### config.mk
export PLATFORM = sky130hd
export DESIGN_NAME = srf_status_regs
export DESIGN_NICKNAME = d
export VERILOG_FILES = /design/src/hdl/srf_pkg.sv /design/src/hdl/srf_sticky_flags.sv /design/src/hdl/srf_status_regs.sv
export SDC_FILE = /design/constraint.sdc
export NUM_CORES = 1
export LEC_CHECK = 0
export ABC_AREA = 0
export BUFFER_PORTS_ARGS = -buffer_cell sky130_fd_sc_hd__buf_2
export CAP_MARGIN = 20
export CORE_MARGIN = 1.5
export CORE_UTILIZATION = 54
export CTS_CLUSTER_DIAMETER = 50
export DETAILED_ROUTE_END_ITERATION = 16
export GPL_ROUTABILITY_DRIVEN = 0
export PLACE_DENSITY = 0.84
export SLEW_MARGIN = 20
export SYNTH_ARGS = -nofsm -noshare
export SYNTH_HDL_FRONTEND = slang
export SYNTH_SLANG_ARGS = --single-unit
### constraint.sdc
create_clock -name sys_clk -period 2 [get_ports sys_clk]
set_input_delay 0.1 -clock sys_clk [delete_from_list [all_inputs] [get_ports sys_clk]]
set_output_delay 0.1 -clock sys_clk [all_outputs]
set_load 0.1 [all_outputs]
### src/hdl/srf_pkg.sv
// shared constants and types for the status flag readback registers
`default_nettype none
package srf_pkg;
    // register map
    localparam logic [7:0] SRF_ADDR_FAULT = 8'h02;
    localparam logic [7:0] SRF_ADDR_RAIL = 8'h03;
    // field positions in the rail health register
    localparam int SRF_UV_LSB = 3;
    localparam int SRF_PG_LSB = 0;
    // reset values
    localparam logic [7:0] SRF_FAULT_RST = 8'h00;
    localparam logic [2:0] SRF_UV_RST = 3'h0;
    localparam logic [2:0] SRF_PG_RST = 3'h0;
    // serial slave address, value is arbitrary
    localparam logic [6:0] SRF_DEV_ADDR_DEF = 7'h2A;

    // fault sources, D7 down to D0
    typedef struct packed {
        logic brownout_flag;
        logic thermal_shutdown_flag;
        logic thermal_early_warning;
        logic main_input_lockout;
        logic second_input_lockout;
        logic third_input_lockout;
        logic usb_switch_fault_ch1;
        logic usb_switch_fault_ch2;
    } srf_fault_t;

    typedef struct packed {
        logic rail1_undervoltage;
        logic rail2_undervoltage;
        logic rail3_undervoltage;
    } srf_uv_t;

    typedef struct packed {
        logic rail1_power_good;
        logic rail2_power_good;
        logic rail3_power_good;
    } srf_pg_t;

    typedef enum logic [2:0] {
        SRF_IDLE = 3'b000,
        SRF_ADDR = 3'b001,
        SRF_ADDR_ACK = 3'b010,
        SRF_WR_REG = 3'b011,
        SRF_WR_ACK = 3'b100,
        SRF_RD_BYTE = 3'b101,
        SRF_RD_ACK = 3'b110,
        SRF_RD_NEXT = 3'b111
    } srf_state_t;
endpackage
`default_nettype wire

### src/hdl/srf_sticky_flags.sv
// bank of sticky event flags, clear on read, set wins over clear
`default_nettype none
module srf_sticky_flags #(
    parameter int W = 8,
    parameter logic [W-1:0] RST = '0
) (
    // clock and reset
    input wire logic sys_clk,
    input wire logic sys_rst,
    // events and read clear
    input wire logic [W-1:0] set_bits,
    input wire logic clr_read,
    // latched flags
    output logic [W-1:0] flags_q
);
    if (W < 1) begin : g_bad_width
        $error("srf_sticky_flags needs at least one flag");
    end

    // an event in the clearing cycle survives the read
    always_ff @(posedge sys_clk) begin
        if (sys_rst) begin
            flags_q <= RST;
        end else if (clr_read) begin
            flags_q <= set_bits;
        end else begin
            flags_q <= flags_q | set_bits;
        end
    end
endmodule
`default_nettype wire

### src/hdl/srf_status_regs.sv
// status flag readback registers behind the serial control bus
`default_nettype none
// Functional notes
// - reading fault register clears all its flags
// - reading rail register clears only undervoltage bits
// - release attention after both reads or flags clear
// - rail undervoltage flags in bits five to three
// - rail register at 0x03, power good low bits
// - fault register bit order brownout down to usb
module srf_status_regs import srf_pkg::*; #(
    parameter logic [6:0] DEV_ADDR = SRF_DEV_ADDR_DEF
) (
    // clock and reset
    input wire logic sys_clk,
    input wire logic sys_rst,
    // raw conditions from the analog supervisors
    input wire srf_fault_t fault_in,
    input wire srf_uv_t uv_in,
    input wire srf_pg_t pg_in,
    // serial control bus, open drain data
    input wire logic scl_in,
    input wire logic sda_in,
    output logic sda_out,
    output logic sda_oe_n,
    // open drain attention pin
    output logic att_out,
    output logic att_oe_n
);
    if (DEV_ADDR[6:3] == 4'h0 || DEV_ADDR[6:3] == 4'hF) begin : g_bad_addr
        $error("srf_status_regs slave address is in a reserved range");
    end

    srf_state_t state_q;
    logic scl_prev_q, sda_prev_q;
    logic [2:0] cnt_q;
    logic done_q, rw_q;
    logic [7:0] shift_q, tx_q, ptr_q;
    logic [7:0] fault_q;
    logic [2:0] uv_q;
    srf_pg_t pg_q;
    logic seen_fault_q, seen_rail_q;
    logic scl_rise, scl_fall, start_c, stop_c;
    logic load_now, rd_fault_p, rd_rail_p, new_evt, pending;
    logic [7:0] rd_byte;

    // register contents as the host sees them
    function automatic logic [7:0] reg_read(
        input logic [7:0] addr,
        input logic [7:0] fault,
        input logic [2:0] uv,
        input logic [2:0] pg
    );
        logic [7:0] r;
        r = 8'h00;
        if (addr == SRF_ADDR_FAULT) begin
            r = fault;
        end else if (addr == SRF_ADDR_RAIL) begin
            r[SRF_UV_LSB +: 3] = uv;
            r[SRF_PG_LSB +: 3] = pg;
        end
        return r;
    endfunction

    // pins are synchronous, one stage of history finds edges
    always_ff @(posedge sys_clk) begin
        if (sys_rst) begin
            scl_prev_q <= 1'b1;
            sda_prev_q <= 1'b1;
        end else begin
            scl_prev_q <= scl_in;
            sda_prev_q <= sda_in;
        end
    end

    assign scl_rise = scl_in & ~scl_prev_q;
    assign scl_fall = ~scl_in & scl_prev_q;
    assign start_c = scl_in & scl_prev_q & sda_prev_q & ~sda_in;
    assign stop_c = scl_in & scl_prev_q & ~sda_prev_q & sda_in;

    // a byte is fetched on the falling edge that starts its first bit
    assign load_now = scl_fall & ~start_c & ~stop_c &
        ((state_q == SRF_ADDR_ACK && rw_q) || state_q == SRF_RD_NEXT);
    assign rd_byte = reg_read(ptr_q, fault_q, uv_q, pg_q);
    assign rd_fault_p = load_now && ptr_q == SRF_ADDR_FAULT;
    assign rd_rail_p = load_now && ptr_q == SRF_ADDR_RAIL;

    // serial slave: address, pointer write, byte reads
    always_ff @(posedge sys_clk) begin
        if (sys_rst) begin
            state_q <= SRF_IDLE;
            cnt_q <= 3'h0;
            done_q <= 1'b0;
            rw_q <= 1'b0;
            shift_q <= 8'h00;
            tx_q <= 8'h00;
            sda_oe_n <= 1'b1;
        end else if (stop_c) begin
            state_q <= SRF_IDLE;
            sda_oe_n <= 1'b1;
        end else if (start_c) begin
            state_q <= SRF_ADDR;
            cnt_q <= 3'h0;
            done_q <= 1'b0;
            sda_oe_n <= 1'b1;
        end else if (scl_rise) begin
            case (state_q)
                SRF_ADDR, SRF_WR_REG: begin
                    shift_q <= {shift_q[6:0], sda_in};
                    cnt_q <= cnt_q + 3'h1;
                    done_q <= (cnt_q == 3'h7);
                end
                SRF_RD_BYTE: begin
                    cnt_q <= cnt_q + 3'h1;
                    done_q <= (cnt_q == 3'h7);
                end
                // a not-acknowledge ends the read burst
                SRF_RD_ACK: begin
                    state_q <= sda_in ? SRF_IDLE : SRF_RD_NEXT;
                end
                default: begin
                end
            endcase
        end else if (scl_fall) begin
            case (state_q)
                SRF_ADDR: begin
                    if (done_q) begin
                        done_q <= 1'b0;
                        if (shift_q[7:1] == DEV_ADDR) begin
                            sda_oe_n <= 1'b0;
                            rw_q <= shift_q[0];
                            state_q <= SRF_ADDR_ACK;
                        end else begin
                            state_q <= SRF_IDLE;
                        end
                    end
                end
                SRF_ADDR_ACK, SRF_RD_NEXT: begin
                    cnt_q <= 3'h0;
                    if (load_now) begin
                        tx_q <= {rd_byte[6:0], 1'b0};
                        sda_oe_n <= rd_byte[7];
                        state_q <= SRF_RD_BYTE;
                    end else begin
                        sda_oe_n <= 1'b1;
                        state_q <= SRF_WR_REG;
                    end
                end
                SRF_WR_REG: begin
                    if (done_q) begin
                        done_q <= 1'b0;
                        sda_oe_n <= 1'b0;
                        state_q <= SRF_WR_ACK;
                    end
                end
                SRF_WR_ACK: begin
                    sda_oe_n <= 1'b1;
                    cnt_q <= 3'h0;
                    state_q <= SRF_WR_REG;
                end
                SRF_RD_BYTE: begin
                    if (done_q) begin
                        done_q <= 1'b0;
                        sda_oe_n <= 1'b1;
                        state_q <= SRF_RD_ACK;
                    end else begin
                        sda_oe_n <= tx_q[7];
                        tx_q <= {tx_q[6:0], 1'b0};
                    end
                end
                default: begin
                end
            endcase
        end
    end

    // register pointer: last written byte, then auto increment
    always_ff @(posedge sys_clk) begin
        if (sys_rst) begin
            ptr_q <= 8'h00;
        end else if (scl_fall && !start_c && !stop_c && state_q == SRF_WR_REG
                     && done_q) begin
            ptr_q <= shift_q;
        end else if (scl_rise && !start_c && !stop_c &&
                     state_q == SRF_RD_ACK && !sda_in) begin
            ptr_q <= ptr_q + 8'h01;
        end
    end

    srf_sticky_flags #(.W(8), .RST(SRF_FAULT_RST)) u_fault_flags (
        .sys_clk(sys_clk),
        .sys_rst(sys_rst),
        .set_bits(fault_in),
        .clr_read(rd_fault_p),
        .flags_q(fault_q)
    );

    // power good is live and never latched, so it is outside the bank
    srf_sticky_flags #(.W(3), .RST(SRF_UV_RST)) u_uv_flags (
        .sys_clk(sys_clk),
        .sys_rst(sys_rst),
        .set_bits(uv_in),
        .clr_read(rd_rail_p),
        .flags_q(uv_q)
    );

    always_ff @(posedge sys_clk) begin
        if (sys_rst) begin
            pg_q <= SRF_PG_RST;
        end else begin
            pg_q <= pg_in;
        end
    end

    // read marks; a fresh event restarts the fault and rail read pair, read in either order
    assign new_evt = |(fault_in & ~fault_q) | |(uv_in & ~uv_q);
    assign pending = |fault_q | |uv_q;

    always_ff @(posedge sys_clk) begin
        if (sys_rst) begin
            seen_fault_q <= 1'b0;
            seen_rail_q <= 1'b0;
        end else if (new_evt) begin
            seen_fault_q <= 1'b0;
            seen_rail_q <= 1'b0;
        end else begin
            if (rd_fault_p) begin
                seen_fault_q <= 1'b1;
            end
            if (rd_rail_p) begin
                seen_rail_q <= 1'b1;
            end
        end
    end

    always_ff @(posedge sys_clk) begin
        if (sys_rst) begin
            att_oe_n <= 1'b1;
        end else begin
            att_oe_n <= ~(pending & ~(seen_fault_q & seen_rail_q));
        end
    end

    // open drain pins only ever pull low
    always_ff @(posedge sys_clk) begin
        if (sys_rst) begin
            sda_out <= 1'b0;
            att_out <= 1'b0;
        end else begin
            sda_out <= 1'b0;
            att_out <= 1'b0;
        end
    end

    fault_clear_a: assert property (
        @(posedge sys_clk) disable iff (sys_rst)
        rd_fault_p && fault_in == '0 |=> fault_q == 8'h00)
        else $error("fault flags not cleared by read");

    uv_clear_a: assert property (
        @(posedge sys_clk) disable iff (sys_rst)
        rd_rail_p && uv_in == '0 |=> uv_q == 3'h0 && pg_q == $past(pg_in))
        else $error("rail read cleared wrong bits");

    evt_survives_a: assert property (
        @(posedge sys_clk) disable iff (sys_rst)
        fault_in != '0 |=> (fault_q & $past(fault_in)) == $past(fault_in))
        else $error("fault event lost");

    att_release_a: assert property (
        @(posedge sys_clk) disable iff (sys_rst)
        !pending ##1 !pending |-> att_oe_n)
        else $error("attention held with no flags");

    att_both_read_a: assert property (
        @(posedge sys_clk) disable iff (sys_rst)
        seen_fault_q && seen_rail_q |=> att_oe_n)
        else $error("attention held after both reads");

    att_drive_a: assert property (
        @(posedge sys_clk) disable iff (sys_rst)
        $rose(pending) |=> !att_oe_n [*1])
        else $error("attention not driven on new flag");

    rail_layout_a: assert property (
        @(posedge sys_clk) disable iff (sys_rst)
        rd_rail_p |-> rd_byte == {2'b00, uv_q, pg_q})
        else $error("rail register layout wrong");

    fault_layout_a: assert property (
        @(posedge sys_clk) disable iff (sys_rst)
        rd_fault_p |-> rd_byte == fault_q && sda_oe_n == $past(sda_oe_n) ##1
        sda_oe_n == $past(rd_byte[7]))
        else $error("fault register byte wrong on the bus");
endmodule
`default_nettype wire

; After elaboration in Yosys (flattened, before gate mapping)
; Cells that the tools add are included.
[classes]
addsub = 2
eq_ne = 26
n_mux = 37
bitwise_logic = 29
n_reduce_logical = 42
[op_table]
columns = cell, n
row1 = $mux W3, 14
row2 = $mux W8, 5
row3 = $reduce_and A6 Y1, 3
row4 = $eq A8 B2 Y1 const B, 2
row5 = $pmux W8 S2, 1
row6 = $reduce_or A8 Y1, 2
row7 = $eq A3 B3 Y1 const B, 5
row8 = $pmux W3 S5, 1
row9 = $reduce_or A3 Y1, 5
row10 = $reduce_and A7 Y1, 2
row11 = $and A1 B1 Y1, 12
row12 = $mux W6, 2
row13 = $ne A4 B4 Y1 const B, 3
row14 = $reduce_and A4 Y1, 3
row15 = $logic_and A1 B1 Y1, 11
row16 = $mux W1, 11
row17 = $ne A2 B2 Y1 const B, 5
row18 = $ne A3 B3 Y1 const B, 3
row19 = $not A1 Y1, 9
row20 = $add A8 B1 Y8 const B, 1
row21 = $and A8 B8 Y8, 1
row22 = $not A8 Y8, 1
row23 = $or A8 B8 Y8, 1
row24 = $reduce_or A2 Y1, 4
row25 = 20 further kinds, 29
[totals]
reg_bits = 52
input_bits = 18
out_inout_bits = 4
word_cells = 155

; Depth between registers and ports, before layout
[depth]
word_depth = 12
ltp_mapped = 8
depth_no_buf = 7

; Modules after synthesis
; A second synthesis with hierarchy kept.
[unflattened]
hier_cells = 337
hier_area_um2 = 2798.9
[by_module_without_submodules]
columns = mod, n_inst, cells_per_inst, area_each_um2, seq_area_each_um2
row1 = srf_status_regs, 1, 292, 2389.8, 800.8
row2 = srf_sticky_flags (u_fault_flags), 1, 33, 304.0, 160.2
row3 = srf_sticky_flags (u_uv_flags), 1, 12, 105.1, 60.1

; Worst setup path after synthesis
; No wires, ideal clock.
[synth_path]
kind = reg2reg
start = register ptr_q[5]
end = register tx_q[1]
setup_ps = 70
t_arrival_ps = 1852
t_required_ps = 1930
path_slack_ps = 77
path_stages_with_launch = 6
path_buffers = 1
synth_period_minus_slack_ps = 1923
cell_sequence = dfxtp_1 or4_1 or3_1 clkbuf_2 or4_1 a21oi_1
[synth_via]
elab_chain_cells = 5
elab_cells_between_ends = 6
cone_classes = 2 x eq/ne / 4 x mux
[synth_rtl]
columns = item, line
row1 = start: declaration, srf_status_regs.sv:37  ; logic [7:0] shift_q, tx_q, ptr_q;
row2 = start signal: assignment, srf_status_regs.sv:182  ; ptr_q <= shift_q;
row3 = start signal: assignment, srf_status_regs.sv:185  ; ptr_q <= ptr_q + 8'h01;
row4 = $eq A8 B2 Y1, srf_status_regs.sv:57  ; end else if (addr == SRF_ADDR_RAIL) begin
row5 = $mux W6, srf_status_regs.sv:57
row6 = $mux W6 (*), srf_status_regs.sv:55  ; if (addr == SRF_ADDR_FAULT) begin
row7 = $mux W8 (*), srf_status_regs.sv:139  ; if (load_now) begin
row8 = $pmux W8 S2 (*), srf_status_regs.sv:124  ; case (state_q)
row9 = end signal: assignment, srf_status_regs.sv:140  ; tx_q <= {rd_byte[6:0], 1'b0};
row10 = end signal: assignment, srf_status_regs.sv:167  ; tx_q <= {tx_q[6:0], 1'b0};
row11 = end: declaration, srf_status_regs.sv:37
; Mark *: on every way between the ends. The rest lies on a longest branch, timed or not. The select of a mux whose other input is x is not followed.
; A chain may end at the register's enable or synchronous reset.

; Worst setup path in the final report
[layout_path]
start = register ptr_q[6]
end = register tx_q[6]
; Same word-level chain as after synthesis.

==> qor.yml <==
global_routing:
  grt_pass1_wl_um: 10500
  grt_max_degree: 36
  overflow: 0
  total_global_route_track_usage_pct: 25.1
  grt_pass1_vias: 2351
  initial_antenna_violation_count: 0
setup_path:
  worst_r2r_endpoint: "tx_q[6]"
  critPathMaxStageDelay_ns: 0.53
  worst_path_most_repeated_cell: "sky130_fd_sc_hd__nor3_1"
  cp_data_arrival_time_ns: 2.15
  critPathBufInv: 1
  setup.reg_to_reg.worst_slack_ns: 0.09
  ff2ff_path_depth: 6
  critical_path.startpoint_type: "flip-flop"
  crit_chain: "or4_1 > or3_1 > buf_4 > nor3_1 > a211oi_1 > nor3_1"
  critical_path.endpoint_type: "flip-flop"
  timing_worst_setup_path_type: "reg2reg"
  reg2reg_from: "ptr_q[6]"
  critPathRequiredTime_ns: 2.24
  path_max_fanout: 5
  cpLargestDelayFamily: "simple AND/OR/NAND/NOR gates"
  cp_slowest_cell: "sky130_fd_sc_hd__or4_1"
layout:
  layout.area.seq_um2: 1020
  stdcell_area_um2: 3130
  fill_cells: 412
  antenna_cells_inserted: 0
  multi_input_gate_area_in_the_final_layout_um2: 1570
  nets: 397
  area_growth_from_synthesis_to_layout_pct: 14.3
  layout-drive-gt1-share_pct: 14.5
floorplanning:
  total_die_area_um2: 5510
  floorplan.core_area_um2: 4820
  top_level_ports: 22
  die_h_um: 74.2
  fp-row-count: 25
  start_util_pct: 56.8
  chipWidth_um: 74.2
timing:
  period_needed_ns: 1.91
  achievable-frequency_mhz: 523
  layout_setup_ws_ns: 0.0863
  maximum_clock_skew_at_final_layout_ns: 0.0101
  finalSetupTns_ns: 0
  drv_slew: 0
  hold_viol_final: 0
  grt_setup_unrepaired: "no"
  final_setup_vio_count: 0
  final_cycle_utilization_of_the_critical_path_pct: 95.7
placed_design:
  hpwlAfterDp_um: 4500
  post-place-ws_ns: 0.134
  port_buffers: 19
  placed_cell_area_um2: 2960
clock_network:
  cts_tree: "yes"
  clk_pin_slew_worst_paths_ns: 0.10
  cts_post_setup_buffers_inserted: 0
  tritoncts.num_buffers: 5
  clock_latency_ns: 0.32
  tritoncts_num_sinks: 51
  cts-root-buf: "sky130_fd_sc_hd__clkbuf_8"
  cts-root-to-sink-buffers: 2
  clock_tree.htree_level_count: 2
synthesis:
  yosys-top-cells-area: "sky130_fd_sc_hd__dfxtp_1, sky130_fd_sc_hd__a21oi_1, sky130_fd_sc_hd__nor2_1"
  yosys.cell_types.count: 54
  synth_area_per_cell_um2: 7.96
  synth_area_leader_cell: "sky130_fd_sc_hd__dfxtp_1"
  ys_top_cells_by_count: "sky130_fd_sc_hd__dfxtp_1, sky130_fd_sc_hd__nor2_1, sky130_fd_sc_hd__a21oi_1"
  yosysTopAreaCellShare_pct: 37.3
  ys_ff_latch: 51
  ys.flop_type: "sky130_fd_sc_hd__dfxtp_1"
  synth-edff-count: 0
  asyncSetResetFlopFracSynth_pct: 0
  ys_seq_area_share_pct: 37.3
  synth.yosys.warnings: 0
  post_synth_inst_count: 344
  netlist_area_um2: 2740
  synth.most_common_cell: "sky130_fd_sc_hd__dfxtp_1"
worst_hold_path:
  holdPathEnd: "u_fault_flags.flags_q[7]"
  holdCritStartpoint: "fault_in[7]"
  min_path_type: "in2reg"
  timing.hold.worst_path_depth: 3
pwr:
  leakage_nw: 1.24
  ir_drop_mv: 0.517
  p_per_area_nw_per_um2: 605
routing:
  drt-vias-per-instance: 5.76
  remaining_drc_errors: 0
  detailedRoute.firstPassIterationCount: 5
  via_count: 2536
  wl_per_cell_um: 14.3
  routed_wl_um: 6280
  count_of_routing_violations_after_the_opening_detailed_route_iteration: 232
  antenna_violating_nets_post_route: 0
job:
  drv.max_cap_violation_count: 0
status:
  run_status: "finished clean"
[per-stage QoR]
stage / hold slack [ns] / power (W) / util, % / std cells
after detailed placement: 0.312 / 0.00127 / 61.4 / 426
after floorplan: 0.207 / 0.00121 / - / 345
after global routing: 0.00655 / 0.00197 / 65.0 / 440
after CTS: 0.00161 / 0.00190 / 64.5 / 440
after global placement: 0.307 / 0.00126 / 61.4 / 426
final: 0.00388 / 0.00189 / 65.0 / 440
[area by class of cell]
type	count	area share, %
clock buffer	5	2.20
clock inverter	3	0.720
inverter	20	2.40
multi-input combinational	251	50.1
sequential	51	32.6
tap	67	2.68
timing repair buffer	43	9.28
[routing by layer]
metal	vias to the layer above	track usage (%)	part of all wire, %
li1	1277	-	-
met1	1180	32.3	46
met2	68	40.5	47
met3	11	5.42	5.3
met4	0	10.9	2.2
met5	-	0	0
[layout by cell type (no fill, tap or decap), drive strengths merged, types with 10 or more instances in the layout]
cell type,Yosys,routed
a21oi,30,30
nor2b,14,14
nand2,23,23
buf,5,37
nor3,14,14
a211oi,10,10
inv,20,22
dfxtp,51,51
mux2i,11,11
nor2,40,40
[worst max-delay path by stage]
stage               cells after the start  slack (ns)    endpoint        from
detailed placement                      5        0.13     tx_q[1]  state_q[0]
floorplan                               5        0.08     tx_q[1]    ptr_q[5]
global placement                        4        0.17     tx_q[1]    ptr_q[6]
global route                            6       0.001    cnt_q[2]  state_q[2]
CTS                                     5        0.10  state_q[0]  state_q[0]
finish                                  6        0.09     tx_q[6]    ptr_q[6]
[tightest hold or removal path, stage by stage]
cell	delay [ns]
sky130_fd_sc_hd__buf_2	0.09
sky130_fd_sc_hd__a21oi_1	0.04
sky130_fd_sc_hd__nor2_1	0.07
[timing repair]
item / 4_1_cts / 5_1_grt
setup endpoints to repair: 0 / 8
hold buffers: 6 / 0
resized for setup: 0 / 5
endpoints found under the hold margin: 6 / 0
[registers in the layout, indices dropped and copies added (netlist names), 3 cells and up]
signal,flops
tx_q,7
state_q,3
ptr_q,8
u_fault_flags.flags_q,8
u_uv_flags.flags_q,3
cnt_q,3
shift_q,8
pg_q,3
[report_power, final]
part | total [W] | leakage (nW) | internal (W) | switching, W
registers | 0.00106 | 0.416 | 0.00104 | 0.0000262
clock network | 0.000631 | 0.0489 | 0.000254 | 0.000377
logic | 0.000197 | 0.780 | 0.0000766 | 0.000120
total | 0.00189 | 1.24 | 0.00137 | 0.000523
[cell families after synthesis]
kind of cell	after synthesis	share of synthesized area, %
mux	11	4.02
flops	51	37.3
other cells	1	0.137
simple gates	143	27.6
fa+ha+maj	7	3.20
xor+xnor	6	1.92
buf+inv	43	6.35
compound gates	82	19.5
Power figures use the tool's default switching activity.
